[src/logic/link_setup_pkg.sv]
// Function
// - Mode register picks full-bandwidth or two-downconverter
// - Decimation register: 0x00 is 1, 0x06 is 10
// - Link parameters change only while link powered down
// - 0x058B sets scrambling and lane count
// - Converter count stored as count minus one
// - Octets per frame stored as count minus one
// - 0x47 gives 6 dB, ratio from next register
// - Ratio nibble and input channel select register
// - Tuning word is six consecutive byte registers
// - Three-bit subclass field, default subclass one
// - Subclass zero needs no alignment event
// - Subclass one aligns multiframe clock and dividers
// - Offset delays multiframe clock in frame steps
// - Alignment event margin status is readable
// - Bit 4 selects rising or falling transition
// - Bit 3 selects device clock capture edge
package link_setup_pkg;
  localparam int CLK_PERIOD_NS = 4;
  localparam int PLL_LOCK_NS = 10000;
  localparam int PLL_LOCK_CYCLES = (PLL_LOCK_NS + CLK_PERIOD_NS - 1) / CLK_PERIOD_NS;
  localparam int FRAMES_PER_MULTIFRAME = 32;
  localparam int ADDR_W = 15;
  localparam int SPI_INSTR_BITS = 16;
  localparam int SPI_LAST_BIT = 23;

  localparam logic [14:0] A_SOFT_RESET = 15'h0000;
  localparam logic [14:0] A_SYSREF_CTRL = 15'h0120;
  localparam logic [14:0] A_SYSREF_MARGIN = 15'h0128;
  localparam logic [14:0] A_APP_MODE = 15'h0200;
  localparam logic [14:0] A_CHIP_DECIM = 15'h0201;
  localparam logic [14:0] A_DDC_A_CTRL = 15'h0310;
  localparam logic [14:0] A_DDC_A_RATIO = 15'h0311;
  localparam logic [14:0] A_DDC_A_TUNE = 15'h0316;
  localparam logic [14:0] A_DDC_B_CTRL = 15'h0330;
  localparam logic [14:0] A_DDC_B_RATIO = 15'h0331;
  localparam logic [14:0] A_DDC_B_TUNE = 15'h0336;
  localparam logic [14:0] A_PLL_CTRL = 15'h056E;
  localparam logic [14:0] A_PLL_STATUS = 15'h056F;
  localparam logic [14:0] A_LINK_POWER = 15'h0571;
  localparam logic [14:0] A_LMFC_OFFSET = 15'h0578;
  localparam logic [14:0] A_LANES = 15'h058B;
  localparam logic [14:0] A_OCTETS = 15'h058C;
  localparam logic [14:0] A_CONVERTERS = 15'h058E;
  localparam logic [14:0] A_SUBCLASS = 15'h0590;
  localparam logic [14:0] A_LANE_INIT_B = 15'h1222;
  localparam logic [14:0] A_LANE_INIT_A = 15'h1228;
  localparam logic [14:0] A_LANE_INIT_C = 15'h1262;
  localparam int TUNE_BYTES = 6;

  localparam logic [7:0] SOFT_RESET_CMD = 8'h81;
  localparam logic [7:0] MODE_FULL_BW = 8'h00;
  localparam logic [7:0] MODE_TWO_DDC = 8'h02;
  localparam logic [7:0] DECIM_CODE_1 = 8'h00;
  localparam logic [7:0] DECIM_CODE_10 = 8'h06;
  localparam logic [4:0] DECIM_RATIO_1 = 5'h01;
  localparam logic [4:0] DECIM_RATIO_10 = 5'h0A;
  localparam logic [7:0] LINK_POWER_DOWN = 8'h15;
  localparam logic [7:0] LINK_POWER_UP = 8'h14;
  localparam int LINK_PD_BIT = 0;
  localparam int SCRAMBLE_BIT = 7;
  localparam int DDC_GAIN_BIT = 6;
  localparam logic [2:0] DDC_RATIO_FROM_INPUT = 3'h7;
  localparam int DDC_CHAN_BIT = 0;
  localparam logic [3:0] DDC_RATIO_DIV10 = 4'h2;
  localparam int PLL_LOCK_BIT = 7;
  localparam int SUBCLASS_LSB = 5;
  localparam logic [2:0] SUBCLASS_0 = 3'h0;
  localparam logic [2:0] SUBCLASS_1 = 3'h1;
  localparam int SYSREF_FALL_BIT = 4;
  localparam int CLK_EDGE_BIT = 3;
  localparam int MARGIN_SETUP_BIT = 0;
  localparam int MARGIN_HOLD_BIT = 4;

  localparam logic [7:0] RST_SYSREF_CTRL = 8'h00;
  localparam logic [7:0] RST_APP_MODE = 8'h00;
  localparam logic [7:0] RST_CHIP_DECIM = 8'h00;
  localparam logic [7:0] RST_PLL_CTRL = 8'h00;
  localparam logic [7:0] RST_LINK_POWER = 8'h14;
  localparam logic [7:0] RST_LANES = 8'h87;
  localparam logic [7:0] RST_OCTETS = 8'h00;
  localparam logic [7:0] RST_CONVERTERS = 8'h01;
  localparam logic [7:0] RST_SUBCLASS = 8'h20;
  localparam logic [7:0] RST_ZERO = 8'h00;

  typedef enum logic [2:0] {
    LINK_DOWN = 3'b001,
    LINK_LOCKING = 3'b010,
    LINK_UP = 3'b100
  } link_state_e;
endpackage : link_setup_pkg

[src/logic/link_setup.sv]
`timescale 1ns/100ps
module link_setup #(
  parameter int LOCK_CYCLES = link_setup_pkg::PLL_LOCK_CYCLES,
  parameter int FRAMES_K = link_setup_pkg::FRAMES_PER_MULTIFRAME
) (
  input wire logic clock,
  input wire logic sys_rst,
  input wire logic spi_sclk,
  input wire logic spi_cs_n,
  input wire logic spi_sdio_in,
  output logic spi_sdio_out,
  output logic spi_sdio_oe,
  input wire logic sysref,
  output logic two_ddc_mode,
  output logic [4:0] decimation_ratio,
  output logic link_enabled,
  output logic pll_locked,
  output logic scramble_en,
  output logic [5:0] lane_count,
  output logic [5:0] converter_count,
  output logic [5:0] octets_per_frame,
  output logic [2:0] subclass,
  output logic ddc_a_gain_6db,
  output logic [3:0] ddc_a_ratio,
  output logic ddc_a_chan_b,
  output logic [47:0] ddc_a_tuning,
  output logic ddc_b_gain_6db,
  output logic [3:0] ddc_b_ratio,
  output logic ddc_b_chan_b,
  output logic [47:0] ddc_b_tuning,
  output logic [7:0] pll_control,
  output logic lmfc_start,
  output logic divider_resync
);
  import link_setup_pkg::*;

  function automatic logic [5:0] plus_one(input logic [4:0] code);
    plus_one = {1'b0, code} + 6'h01;
  endfunction : plus_one

  // Serial port: 16-bit instruction (read flag + address), one data byte
  logic sclk_q, sclk_rise, sclk_fall, spi_active;
  logic [4:0] bit_cnt_q;
  logic [15:0] instr_q;
  logic [7:0] wdata_q, rd_shift_q, rd_mux;
  logic is_read, wr_stb;
  logic [14:0] cur_addr, wr_addr;
  logic [7:0] wr_data;

  assign spi_active = !spi_cs_n;
  assign sclk_rise = spi_active && spi_sclk && !sclk_q;
  assign sclk_fall = spi_active && !spi_sclk && sclk_q;
  assign is_read = instr_q[15];
  assign cur_addr = {instr_q[13:0], spi_sdio_in};
  assign wr_addr = instr_q[14:0];
  assign wr_data = {wdata_q[6:0], spi_sdio_in};
  assign wr_stb = sclk_rise && !is_read && bit_cnt_q == 5'(SPI_LAST_BIT);

  always_ff @(posedge clock or posedge sys_rst) begin
    if (sys_rst) begin
      sclk_q <= 1'b0;
      bit_cnt_q <= 5'h00;
      instr_q <= 16'h0000;
      wdata_q <= 8'h00;
    end else begin
      sclk_q <= spi_sclk;
      if (!spi_active) begin
        bit_cnt_q <= 5'h00;
      end else if (sclk_rise && bit_cnt_q <= 5'(SPI_LAST_BIT)) begin
        bit_cnt_q <= bit_cnt_q + 5'h01;
        if (bit_cnt_q < 5'(SPI_INSTR_BITS)) begin
          instr_q <= {instr_q[14:0], spi_sdio_in};
        end else begin
          wdata_q <= wr_data;
        end
      end
    end
  end

  always_ff @(posedge clock or posedge sys_rst) begin
    if (sys_rst) begin
      rd_shift_q <= 8'h00;
      spi_sdio_oe <= 1'b0;
    end else begin
      if (sclk_rise && bit_cnt_q == 5'(SPI_INSTR_BITS - 1)) begin
        rd_shift_q <= rd_mux;
      end else if (sclk_fall && bit_cnt_q > 5'(SPI_INSTR_BITS)) begin
        rd_shift_q <= {rd_shift_q[6:0], 1'b0};
      end
      spi_sdio_oe <= spi_active && is_read && bit_cnt_q >= 5'(SPI_INSTR_BITS)
                     && bit_cnt_q <= 5'(SPI_LAST_BIT);
    end
  end
  assign spi_sdio_out = rd_shift_q[7];

  // Configuration registers
  logic soft_rst;
  logic [7:0] sysref_ctrl_q, app_mode_q, chip_decim_q, pll_ctrl_q, link_power_q;
  logic [7:0] lmfc_off_q, lanes_q, octets_q, conv_q, subclass_q;
  logic [7:0] ddc_a_ctrl_q, ddc_a_ratio_q, ddc_b_ctrl_q, ddc_b_ratio_q;
  logic [7:0] init_a_q, init_b_q, init_c_q, margin_q;
  logic [7:0] tune_a_q [TUNE_BYTES];
  logic [7:0] tune_b_q [TUNE_BYTES];

  assign soft_rst = wr_stb && wr_addr == A_SOFT_RESET && wr_data == SOFT_RESET_CMD;

  always_ff @(posedge clock or posedge sys_rst) begin
    if (sys_rst) begin
      sysref_ctrl_q <= RST_SYSREF_CTRL;
      app_mode_q <= RST_APP_MODE;
      chip_decim_q <= RST_CHIP_DECIM;
      pll_ctrl_q <= RST_PLL_CTRL;
      link_power_q <= RST_LINK_POWER;
      lmfc_off_q <= RST_ZERO;
      lanes_q <= RST_LANES;
      octets_q <= RST_OCTETS;
      conv_q <= RST_CONVERTERS;
      subclass_q <= RST_SUBCLASS;
      ddc_a_ctrl_q <= RST_ZERO;
      ddc_a_ratio_q <= RST_ZERO;
      ddc_b_ctrl_q <= RST_ZERO;
      ddc_b_ratio_q <= RST_ZERO;
      init_a_q <= RST_ZERO;
      init_b_q <= RST_ZERO;
      init_c_q <= RST_ZERO;
      for (int i = 0; i < TUNE_BYTES; i++) begin
        tune_a_q[i] <= RST_ZERO;
        tune_b_q[i] <= RST_ZERO;
      end
    end else if (soft_rst) begin
      sysref_ctrl_q <= RST_SYSREF_CTRL;
      app_mode_q <= RST_APP_MODE;
      chip_decim_q <= RST_CHIP_DECIM;
      pll_ctrl_q <= RST_PLL_CTRL;
      link_power_q <= RST_LINK_POWER;
      lmfc_off_q <= RST_ZERO;
      lanes_q <= RST_LANES;
      octets_q <= RST_OCTETS;
      conv_q <= RST_CONVERTERS;
      subclass_q <= RST_SUBCLASS;
      ddc_a_ctrl_q <= RST_ZERO;
      ddc_a_ratio_q <= RST_ZERO;
      ddc_b_ctrl_q <= RST_ZERO;
      ddc_b_ratio_q <= RST_ZERO;
      init_a_q <= RST_ZERO;
      init_b_q <= RST_ZERO;
      init_c_q <= RST_ZERO;
      for (int i = 0; i < TUNE_BYTES; i++) begin
        tune_a_q[i] <= RST_ZERO;
        tune_b_q[i] <= RST_ZERO;
      end
    end else if (wr_stb) begin
      case (wr_addr)
        A_SYSREF_CTRL: sysref_ctrl_q <= wr_data;
        A_APP_MODE: app_mode_q <= wr_data;
        A_CHIP_DECIM: chip_decim_q <= wr_data;
        A_PLL_CTRL: pll_ctrl_q <= wr_data;
        A_LINK_POWER: link_power_q <= wr_data;
        A_LMFC_OFFSET: lmfc_off_q <= {3'h0, wr_data[4:0]};
        A_LANES: lanes_q <= wr_data;
        A_OCTETS: octets_q <= wr_data;
        A_CONVERTERS: conv_q <= wr_data;
        A_SUBCLASS: subclass_q <= wr_data;
        A_DDC_A_CTRL: ddc_a_ctrl_q <= wr_data;
        A_DDC_A_RATIO: ddc_a_ratio_q <= wr_data;
        A_DDC_B_CTRL: ddc_b_ctrl_q <= wr_data;
        A_DDC_B_RATIO: ddc_b_ratio_q <= wr_data;
        A_LANE_INIT_A: init_a_q <= wr_data;
        A_LANE_INIT_B: init_b_q <= wr_data;
        A_LANE_INIT_C: init_c_q <= wr_data;
        default: begin
          for (int i = 0; i < TUNE_BYTES; i++) begin
            if (wr_addr == A_DDC_A_TUNE + 15'(i)) begin
              tune_a_q[i] <= wr_data;
            end
            if (wr_addr == A_DDC_B_TUNE + 15'(i)) begin
              tune_b_q[i] <= wr_data;
            end
          end
        end
      endcase
    end
  end

  // Link power sequencing and lane PLL lock
  link_state_e link_state_q, link_state_d;
  logic [31:0] lock_cnt_q;
  logic lock_done;

  assign lock_done = lock_cnt_q >= 32'(LOCK_CYCLES - 1);

  always_comb begin
    link_state_d = link_state_q;
    case (link_state_q)
      LINK_DOWN: if (!link_power_q[LINK_PD_BIT]) link_state_d = LINK_LOCKING;
      LINK_LOCKING: begin
        if (link_power_q[LINK_PD_BIT]) begin
          link_state_d = LINK_DOWN;
        end else if (lock_done) begin
          link_state_d = LINK_UP;
        end
      end
      LINK_UP: if (link_power_q[LINK_PD_BIT]) link_state_d = LINK_DOWN;
      default: link_state_d = LINK_DOWN;
    endcase
  end

  always_ff @(posedge clock or posedge sys_rst) begin
    if (sys_rst) begin
      link_state_q <= LINK_DOWN;
      lock_cnt_q <= 32'h0000_0000;
    end else begin
      link_state_q <= link_state_d;
      lock_cnt_q <= (link_state_q == LINK_LOCKING) ? lock_cnt_q + 32'h0000_0001
                                                   : 32'h0000_0000;
    end
  end

  logic [7:0] act_lanes_q, act_octets_q, act_conv_q;
  always_ff @(posedge clock or posedge sys_rst) begin
    if (sys_rst) begin
      act_lanes_q <= RST_LANES;
      act_octets_q <= RST_OCTETS;
      act_conv_q <= RST_CONVERTERS;
    end else if (link_state_q == LINK_DOWN) begin
      act_lanes_q <= lanes_q;
      act_octets_q <= octets_q;
      act_conv_q <= conv_q;
    end
  end

  assign scramble_en = act_lanes_q[SCRAMBLE_BIT];
  assign lane_count = plus_one(act_lanes_q[4:0]);
  assign converter_count = plus_one(act_conv_q[4:0]);
  assign octets_per_frame = plus_one(act_octets_q[4:0]);
  assign link_enabled = link_state_q == LINK_UP;
  assign pll_locked = link_state_q == LINK_UP;
  assign pll_control = pll_ctrl_q;

  assign two_ddc_mode = app_mode_q == MODE_TWO_DDC;
  assign decimation_ratio = (chip_decim_q == DECIM_CODE_10) ? DECIM_RATIO_10 : DECIM_RATIO_1;

  assign ddc_a_gain_6db = ddc_a_ctrl_q[DDC_GAIN_BIT];
  assign ddc_b_gain_6db = ddc_b_ctrl_q[DDC_GAIN_BIT];
  assign ddc_a_ratio = (ddc_a_ctrl_q[2:0] == DDC_RATIO_FROM_INPUT) ? ddc_a_ratio_q[7:4] : 4'h0;
  assign ddc_b_ratio = (ddc_b_ctrl_q[2:0] == DDC_RATIO_FROM_INPUT) ? ddc_b_ratio_q[7:4] : 4'h0;
  assign ddc_a_chan_b = ddc_a_ratio_q[DDC_CHAN_BIT];
  assign ddc_b_chan_b = ddc_b_ratio_q[DDC_CHAN_BIT];
  assign ddc_a_tuning = {tune_a_q[5], tune_a_q[4], tune_a_q[3],
                         tune_a_q[2], tune_a_q[1], tune_a_q[0]};
  assign ddc_b_tuning = {tune_b_q[5], tune_b_q[4], tune_b_q[3],
                         tune_b_q[2], tune_b_q[1], tune_b_q[0]};

  assign subclass = subclass_q[SUBCLASS_LSB +: 3];

  // Alignment event capture on either device clock edge
  logic sr_neg_q, sr_pos_q, sr_sel, sr_sel_q, sr_event, sr_half;
  always_ff @(negedge clock or posedge sys_rst) begin
    if (sys_rst) begin
      sr_neg_q <= 1'b0;
    end else begin
      sr_neg_q <= sysref;
    end
  end

  assign sr_sel = sysref_ctrl_q[CLK_EDGE_BIT] ? sr_neg_q : sysref;
  assign sr_event = sysref_ctrl_q[SYSREF_FALL_BIT] ? (sr_sel_q && !sr_sel)
                                                   : (!sr_sel_q && sr_sel);
  assign sr_half = sr_neg_q;

  always_ff @(posedge clock or posedge sys_rst) begin
    if (sys_rst) begin
      sr_pos_q <= 1'b0;
      sr_sel_q <= 1'b0;
      margin_q <= RST_ZERO;
    end else begin
      sr_pos_q <= sysref;
      sr_sel_q <= sr_sel;
      // Clear first, so a capture in the same cycle still sets its flag
      if (soft_rst) begin
        margin_q <= RST_ZERO;
      end
      if (sysref != sr_pos_q) begin
        if (sr_half == sysref) begin
          margin_q[MARGIN_SETUP_BIT] <= 1'b1;
        end else begin
          margin_q[MARGIN_HOLD_BIT] <= 1'b1;
        end
      end
    end
  end

  logic [4:0] eff_offset;
  assign eff_offset = (act_octets_q[4:0] == 5'h00) ? {lmfc_off_q[4:2], 2'b00} :
                      (act_octets_q[4:0] == 5'h01) ? {lmfc_off_q[4:1], 1'b0} :
                      lmfc_off_q[4:0];

  // Multiframe clock, one frame per clock cycle
  logic [5:0] lmfc_cnt_q;
  logic align_now;
  assign align_now = sr_event && subclass == SUBCLASS_1;

  always_ff @(posedge clock or posedge sys_rst) begin
    if (sys_rst) begin
      lmfc_cnt_q <= 6'h00;
      lmfc_start <= 1'b0;
      divider_resync <= 1'b0;
    end else begin
      divider_resync <= align_now;
      if (align_now) begin
        lmfc_cnt_q <= (eff_offset == 5'h00) ? 6'h00 : 6'(FRAMES_K) - {1'b0, eff_offset};
        lmfc_start <= eff_offset == 5'h00;
      end else begin
        lmfc_cnt_q <= (lmfc_cnt_q >= 6'(FRAMES_K - 1)) ? 6'h00 : lmfc_cnt_q + 6'h01;
        lmfc_start <= lmfc_cnt_q >= 6'(FRAMES_K - 1);
      end
    end
  end

  // Read data select
  always_comb begin
    rd_mux = 8'h00;
    case (cur_addr)
      A_SYSREF_CTRL: rd_mux = sysref_ctrl_q;
      A_SYSREF_MARGIN: rd_mux = margin_q;
      A_APP_MODE: rd_mux = app_mode_q;
      A_CHIP_DECIM: rd_mux = chip_decim_q;
      A_DDC_A_CTRL: rd_mux = ddc_a_ctrl_q;
      A_DDC_A_RATIO: rd_mux = ddc_a_ratio_q;
      A_DDC_B_CTRL: rd_mux = ddc_b_ctrl_q;
      A_DDC_B_RATIO: rd_mux = ddc_b_ratio_q;
      A_PLL_CTRL: rd_mux = pll_ctrl_q;
      A_PLL_STATUS: rd_mux = {pll_locked, 7'h00};
      A_LINK_POWER: rd_mux = link_power_q;
      A_LMFC_OFFSET: rd_mux = lmfc_off_q;
      A_LANES: rd_mux = lanes_q;
      A_OCTETS: rd_mux = octets_q;
      A_CONVERTERS: rd_mux = conv_q;
      A_SUBCLASS: rd_mux = subclass_q;
      A_LANE_INIT_A: rd_mux = init_a_q;
      A_LANE_INIT_B: rd_mux = init_b_q;
      A_LANE_INIT_C: rd_mux = init_c_q;
      default: begin
        for (int i = 0; i < TUNE_BYTES; i++) begin
          if (cur_addr == A_DDC_A_TUNE + 15'(i)) rd_mux = tune_a_q[i];
          if (cur_addr == A_DDC_B_TUNE + 15'(i)) rd_mux = tune_b_q[i];
        end
      end
    endcase
  end
endmodule : link_setup

[config.mk]
export PLATFORM = sky130hd
export DESIGN_NAME = link_setup
export DESIGN_NICKNAME = d
export VERILOG_FILES = /design/src/logic/link_setup_pkg.sv /design/src/logic/link_setup.sv
export SDC_FILE = /design/constraint.sdc
export NUM_CORES = 1
export LEC_CHECK = 0
export BUFFER_PORTS_ARGS = -buffer_cell sky130_fd_sc_hd__buf_2
export CAP_MARGIN = 40
export CORE_UTILIZATION = 40
export CTS_BUF_LIST = sky130_fd_sc_hd__clkbuf_2 sky130_fd_sc_hd__clkbuf_4 sky130_fd_sc_hd__clkbuf_8
export DETAILED_ROUTE_END_ITERATION = 10
export GPL_ROUTABILITY_DRIVEN = 1
export PLACE_DENSITY = 0.58
export REMOVE_ABC_BUFFERS = 1
export SKIP_LAST_GASP = 1
export SYNTH_ARGS = -nofsm -noshare
export SYNTH_HDL_FRONTEND = slang
export SYNTH_SLANG_ARGS = --single-unit
[constraint.sdc]
create_clock -name clock -period 14.2 [get_ports clock]
set_input_delay 2.84 -clock clock [delete_from_list [all_inputs] [get_ports clock]]
set_output_delay 2.84 -clock clock [all_outputs]
set_load 0.02 [all_outputs]
Word-level counts from Yosys, hierarchy flattened
Cells that the tools add are included.
W data, S select, Z words.

word-level totals
  bits in registers = 336
  bits of input ports = 6
  word-level logic and storage cells = 339

operators by class
  add/sub/neg operators = 7
  $lt $le $gt $ge = 6
  equal/unequal tests = 78
  muxes and demuxes = 108
  bitwise logic cells = 2
  reductions and logical operators = 91

operators by type and width
  operator                 count
  $mux W8                  77
  $eq A15 B10 Y1 const B   36
  $mux W48                 6
  $eq A15 B11 Y1 const B   15
  $pmux W8 S19             1
  $eq A15 B13 Y1 const B   6
  $reduce_bool A2 Y1       32
  $eq A15 B9 Y1 const B    3
  $reduce_and A3 Y1        15
  $reduce_and A2 Y1        17
  $add A32 B1 Y32 const B  1
  $ge A32 B12 Y1 const B   1
  $mux W32                 1
  $add A5 B1 Y6 const B    3
  $mux W6                  3
  $logic_and A1 B1 Y1      17
  $reduce_or A17 Y1        1
  $logic_not A15 Y1        1
  $mux W5                  3
  $mux W3                  4
  $mux W4                  3
  $logic_not A5 Y1         2
  $eq A3 B3 Y1 const B     3
  $pmux W3 S3              1
  25 further kinds         40

Logic depth before layout (Yosys ltp)
  word-level depth = 15
  depth in mapped cells = 10
  depth with buffers taken out = 9

==> summary.md <==
| Metric | Value |
|---|---|
| Outcome | complete, no violations |
| XOR/XNOR share of the synthesized area | 2.28% |
| Most common cell after layout, fill and taps aside | nand2_1 |
| I/O Buffers | 153 |
| GRT Overall Usage | 27.6% |
| TritonCTS clock tree | yes |
| N_diodes | 0 |
| CTS Hold Bufs | 0 |
| Share of layout cells above drive strength 1 | approximately a fifth |
| Worst Hold Slack | ~0.47 ns |
| Clk Latency, worst-skew pair | 0.68 ns |
| Via count | 14,926 |
| Fill cells | ~4,000 |
| # DRC | 0 |
| CTS clk-pin slew, worst paths | roughly 0.060 ns |
| Simple-Gate Fraction of Synth Area | between 20 and 25% |
| # H-tree levels | 2 |
| Most frequent cells in the layout | nand2_1, dfrtp_1, nor2_1, buf_2, o21ai_0 |
| Setup violators final | 0 |
| Placed wire-length estimate | roughly 40,000 um |
| Post-synthesis mux area share | between 6 and 7% |
| Max-slew violations | 0 |
| Synth cell types | just under 90 |
| Synth Cell Area | around 17,000 sq um |
| Mean Syn Cell Area | 9.32 sq um |
| Largest net degree at the start of global routing | 76 |
| Routability cong. | 0.908 |
| Post-CTS resize count | 0 |
| Final WL | roughly 59,000 um |
| Startpoint Class | primary input |
| Register area share after synthesis | 49.1% |
| Pleak | slightly below 0.009 uW |
| Row count | between 70 and 80 |
| CORE AREA | about 41,000 sq um |
| CP max stage cell | inv_8 |
| Max-slew headroom | between 30 and 40% |
| Fraction of the mapped netlist area in adder cells | less than 1% |
| DR pass1 iterations | 5 |
| Largest family of logic cells by synthesized area | simple AND/OR/NAND/NOR gates |
| Async SR Flop Fraction | 100% |
| CP arrival | 3.43 ns |
| Worst Hold Class | reg2reg |
| Clock sinks | ~330 |
| Vias in the first global route | 14,610 |
| DIE WIDTH | approximately 210 um |
| Max-cap violation count | 0 |
| Ys Warns | 0 |
| Ports | roughly 160 |
| Crit-path max cell delay | approximately 0.35 ns |
| Via density | roughly 6 |
| Number of nets in the layout | between 1,500 and 2,000 |
| Root Driver | clkbuf_8 |
| DRT iter0 DRCs | approximately 1,300 |
| Initial Util | between 40% and 50% |
| EDFF count, synth | 0 |
| Pwr dens | 116 nW/um^2 |
| Post-CTS Setup Bufs | 0 |
| Height of the die | a little over 200 um |
| Crit-path max FO | 75 |
| Complex-gate fraction of the synthesized area | 14.4% |
| Crit path kind | in2async |
| Peak supply drop | roughly 0.066 mV |
| RSZ-0062 raised after global routing | false |
| Final Hold Viols | 0 |
| Most used DFF post-synth | dfrtp_1 |
| Clk_skew | 0.0699 ns |
| Die area | roughly 43,000 sq um |
| Congestion Overflow GR | 0 |
| Antenna violations before repair | 0 |
| Final ANT Viol Nets | 0 |
| CP delay by family, top | buffers and inverters |
| Layout Utilization | between 40% and 50% |
| Worst-margin pin slew | roughly 1 ns |
| Max clock buf depth | 3 |
| CP bufs+invs | 2 |
| Critical-path cell list | buf_2, inv_8 |
| Syn-to-layout area delta | 15.4% |
| CTS buffer count | 59 |
| #FFs+latches synth | approximately 330 |
| Wirelength per Cell | between 20 and 25 um |
| CP endpoint kind | async pin |
| First-pass GRT wire length | 90,700 um |
| Req. time, crit path | just under 8 ns |
| Synth Instances | approximately 1,800 |
-- metrics by stage --
| step | worst slack (ns) | power (uW) | std cells | setup TNS [ns] | instance area [sq um] |
|---|---|---|---|---|---|
| floorplan | -4.62 | 1210 | 1683 | -4.62 | 16300 |
| detailed placement | 3.81 | 1320 | 2419 | 0 | 18200 |
| finish | 4.45 | 2270 | 2526 | 0 | 19500 |
| global placement | 3.81 | 1320 | 2398 | 0 | 18000 |
| CTS | 4.45 | 2280 | 2526 | 0 | 19500 |
| global route | 4.37 | 2360 | 2526 | 0 | 19500 |
-- Yosys cell counts (11+ instances only) --
library cell / count / area share (%)
dfstp_2: 14 / 2.2
nor2_1: 158 / 3.5
mux2i_1: 63 / 3.7
and2_1: 15 / 0.56
nand3_1: 48 / 1.4
nand4_1: 16 / 0.59
dfrtp_1: 316 / 47
or3_1: 16 / 0.59
nor4_1: 32 / 1.2
a22oi_1: 26 / 1.2
clkbuf_1: 89 / 2.0
mux2_2: 35 / 2.3
ha_1: 12 / 0.89
buf_2: 21 / 0.62
a22o_1: 44 / 2.3
xnor2_1: 23 / 1.2
and3_1: 14 / 0.52
inv_1: 26 / 0.58
a21oi_1: 43 / 1.3
o21ai_0: 151 / 4.5
nor3_1: 34 / 1.0
nand2_1: 365 / 8.1
a221o_1: 11 / 0.65
xor2_1: 21 / 1.1
a221oi_1: 17 / 0.88
-- sequential cells by signal (all words and copies together), names as in the netlist, 16 cells and up --
signal,count
ddc_a_tuning,48
ddc_b_tuning,48
lock_cnt_q,32
instr_q,16
-- worst paths after layout --
check / start / end / slack [ns] / depth (start not counted)
min reg2reg: lmfc_cnt_q[5]$_DFF_PP0_ / lmfc_cnt_q[4]$_DFF_PP0_ / 0.47 / 1
min in group asynchronous: sys_rst / ddc_a_tuning[0]$_DFFE_PP0P_ / 2.22 / 2
max in group clock: sysref / sr_half$_DFF_NP0_ / 4.57 / 1
min: lmfc_cnt_q[5]$_DFF_PP0_ / lmfc_cnt_q[4]$_DFF_PP0_ / 0.47 / 1
max reg2reg: sr_half$_DFF_NP0_ / lmfc_cnt_q[5]$_DFF_PP0_ / 5.30 / 6
max: sys_rst / sr_half$_DFF_NP0_ / 4.45 / 2
-- layout make-up --
cell class,count,area [sq um],share of cell area [%]
Clock inverter,8,46.3,0.237
Multi-Input combinational cell,1326,7940,40.7
Clock buffer,99,1230,6.31
Inverter,26,105,0.539
Sequential cell,331,8300,42.6
Timing Repair Buffer,204,1210,6.20
Tap cell,532,666,3.41
-- routing by layer --
| layer | global-route usage [%] | vias up | wire length [um] |
|---|---|---|---|
| met3 | 4.28 | 151 | 3900 |
| met1 | 38.2 | 7444 | 26000 |
| li1 | - | 6715 | - |
| met5 | 0 | - | 0 |
| met4 | 12.5 | 0 | 2460 |
| met2 | 42.5 | 616 | 26700 |
-- report_power, final --
part | total, uW | switching [uW] | internal, uW
clock | 955 | 412 | 543
sequential | 1020 | 55.9 | 965
combinational | 295 | 212 | 83.5
-- cells by family (layout without fill, tap and decap cells) --
family	after synthesis	after routing
AO/OA/AOI/OAI	367	367
adder cells (fa/ha/maj)	12	12
multiplexers	98	98
AND/OR/NAND/NOR	803	803
buffers and inverters	158	337
other	1	2
XOR/XNOR	44	44
flip-flops	331	331
No activity file was read; power rests on OpenSTA's default activity.
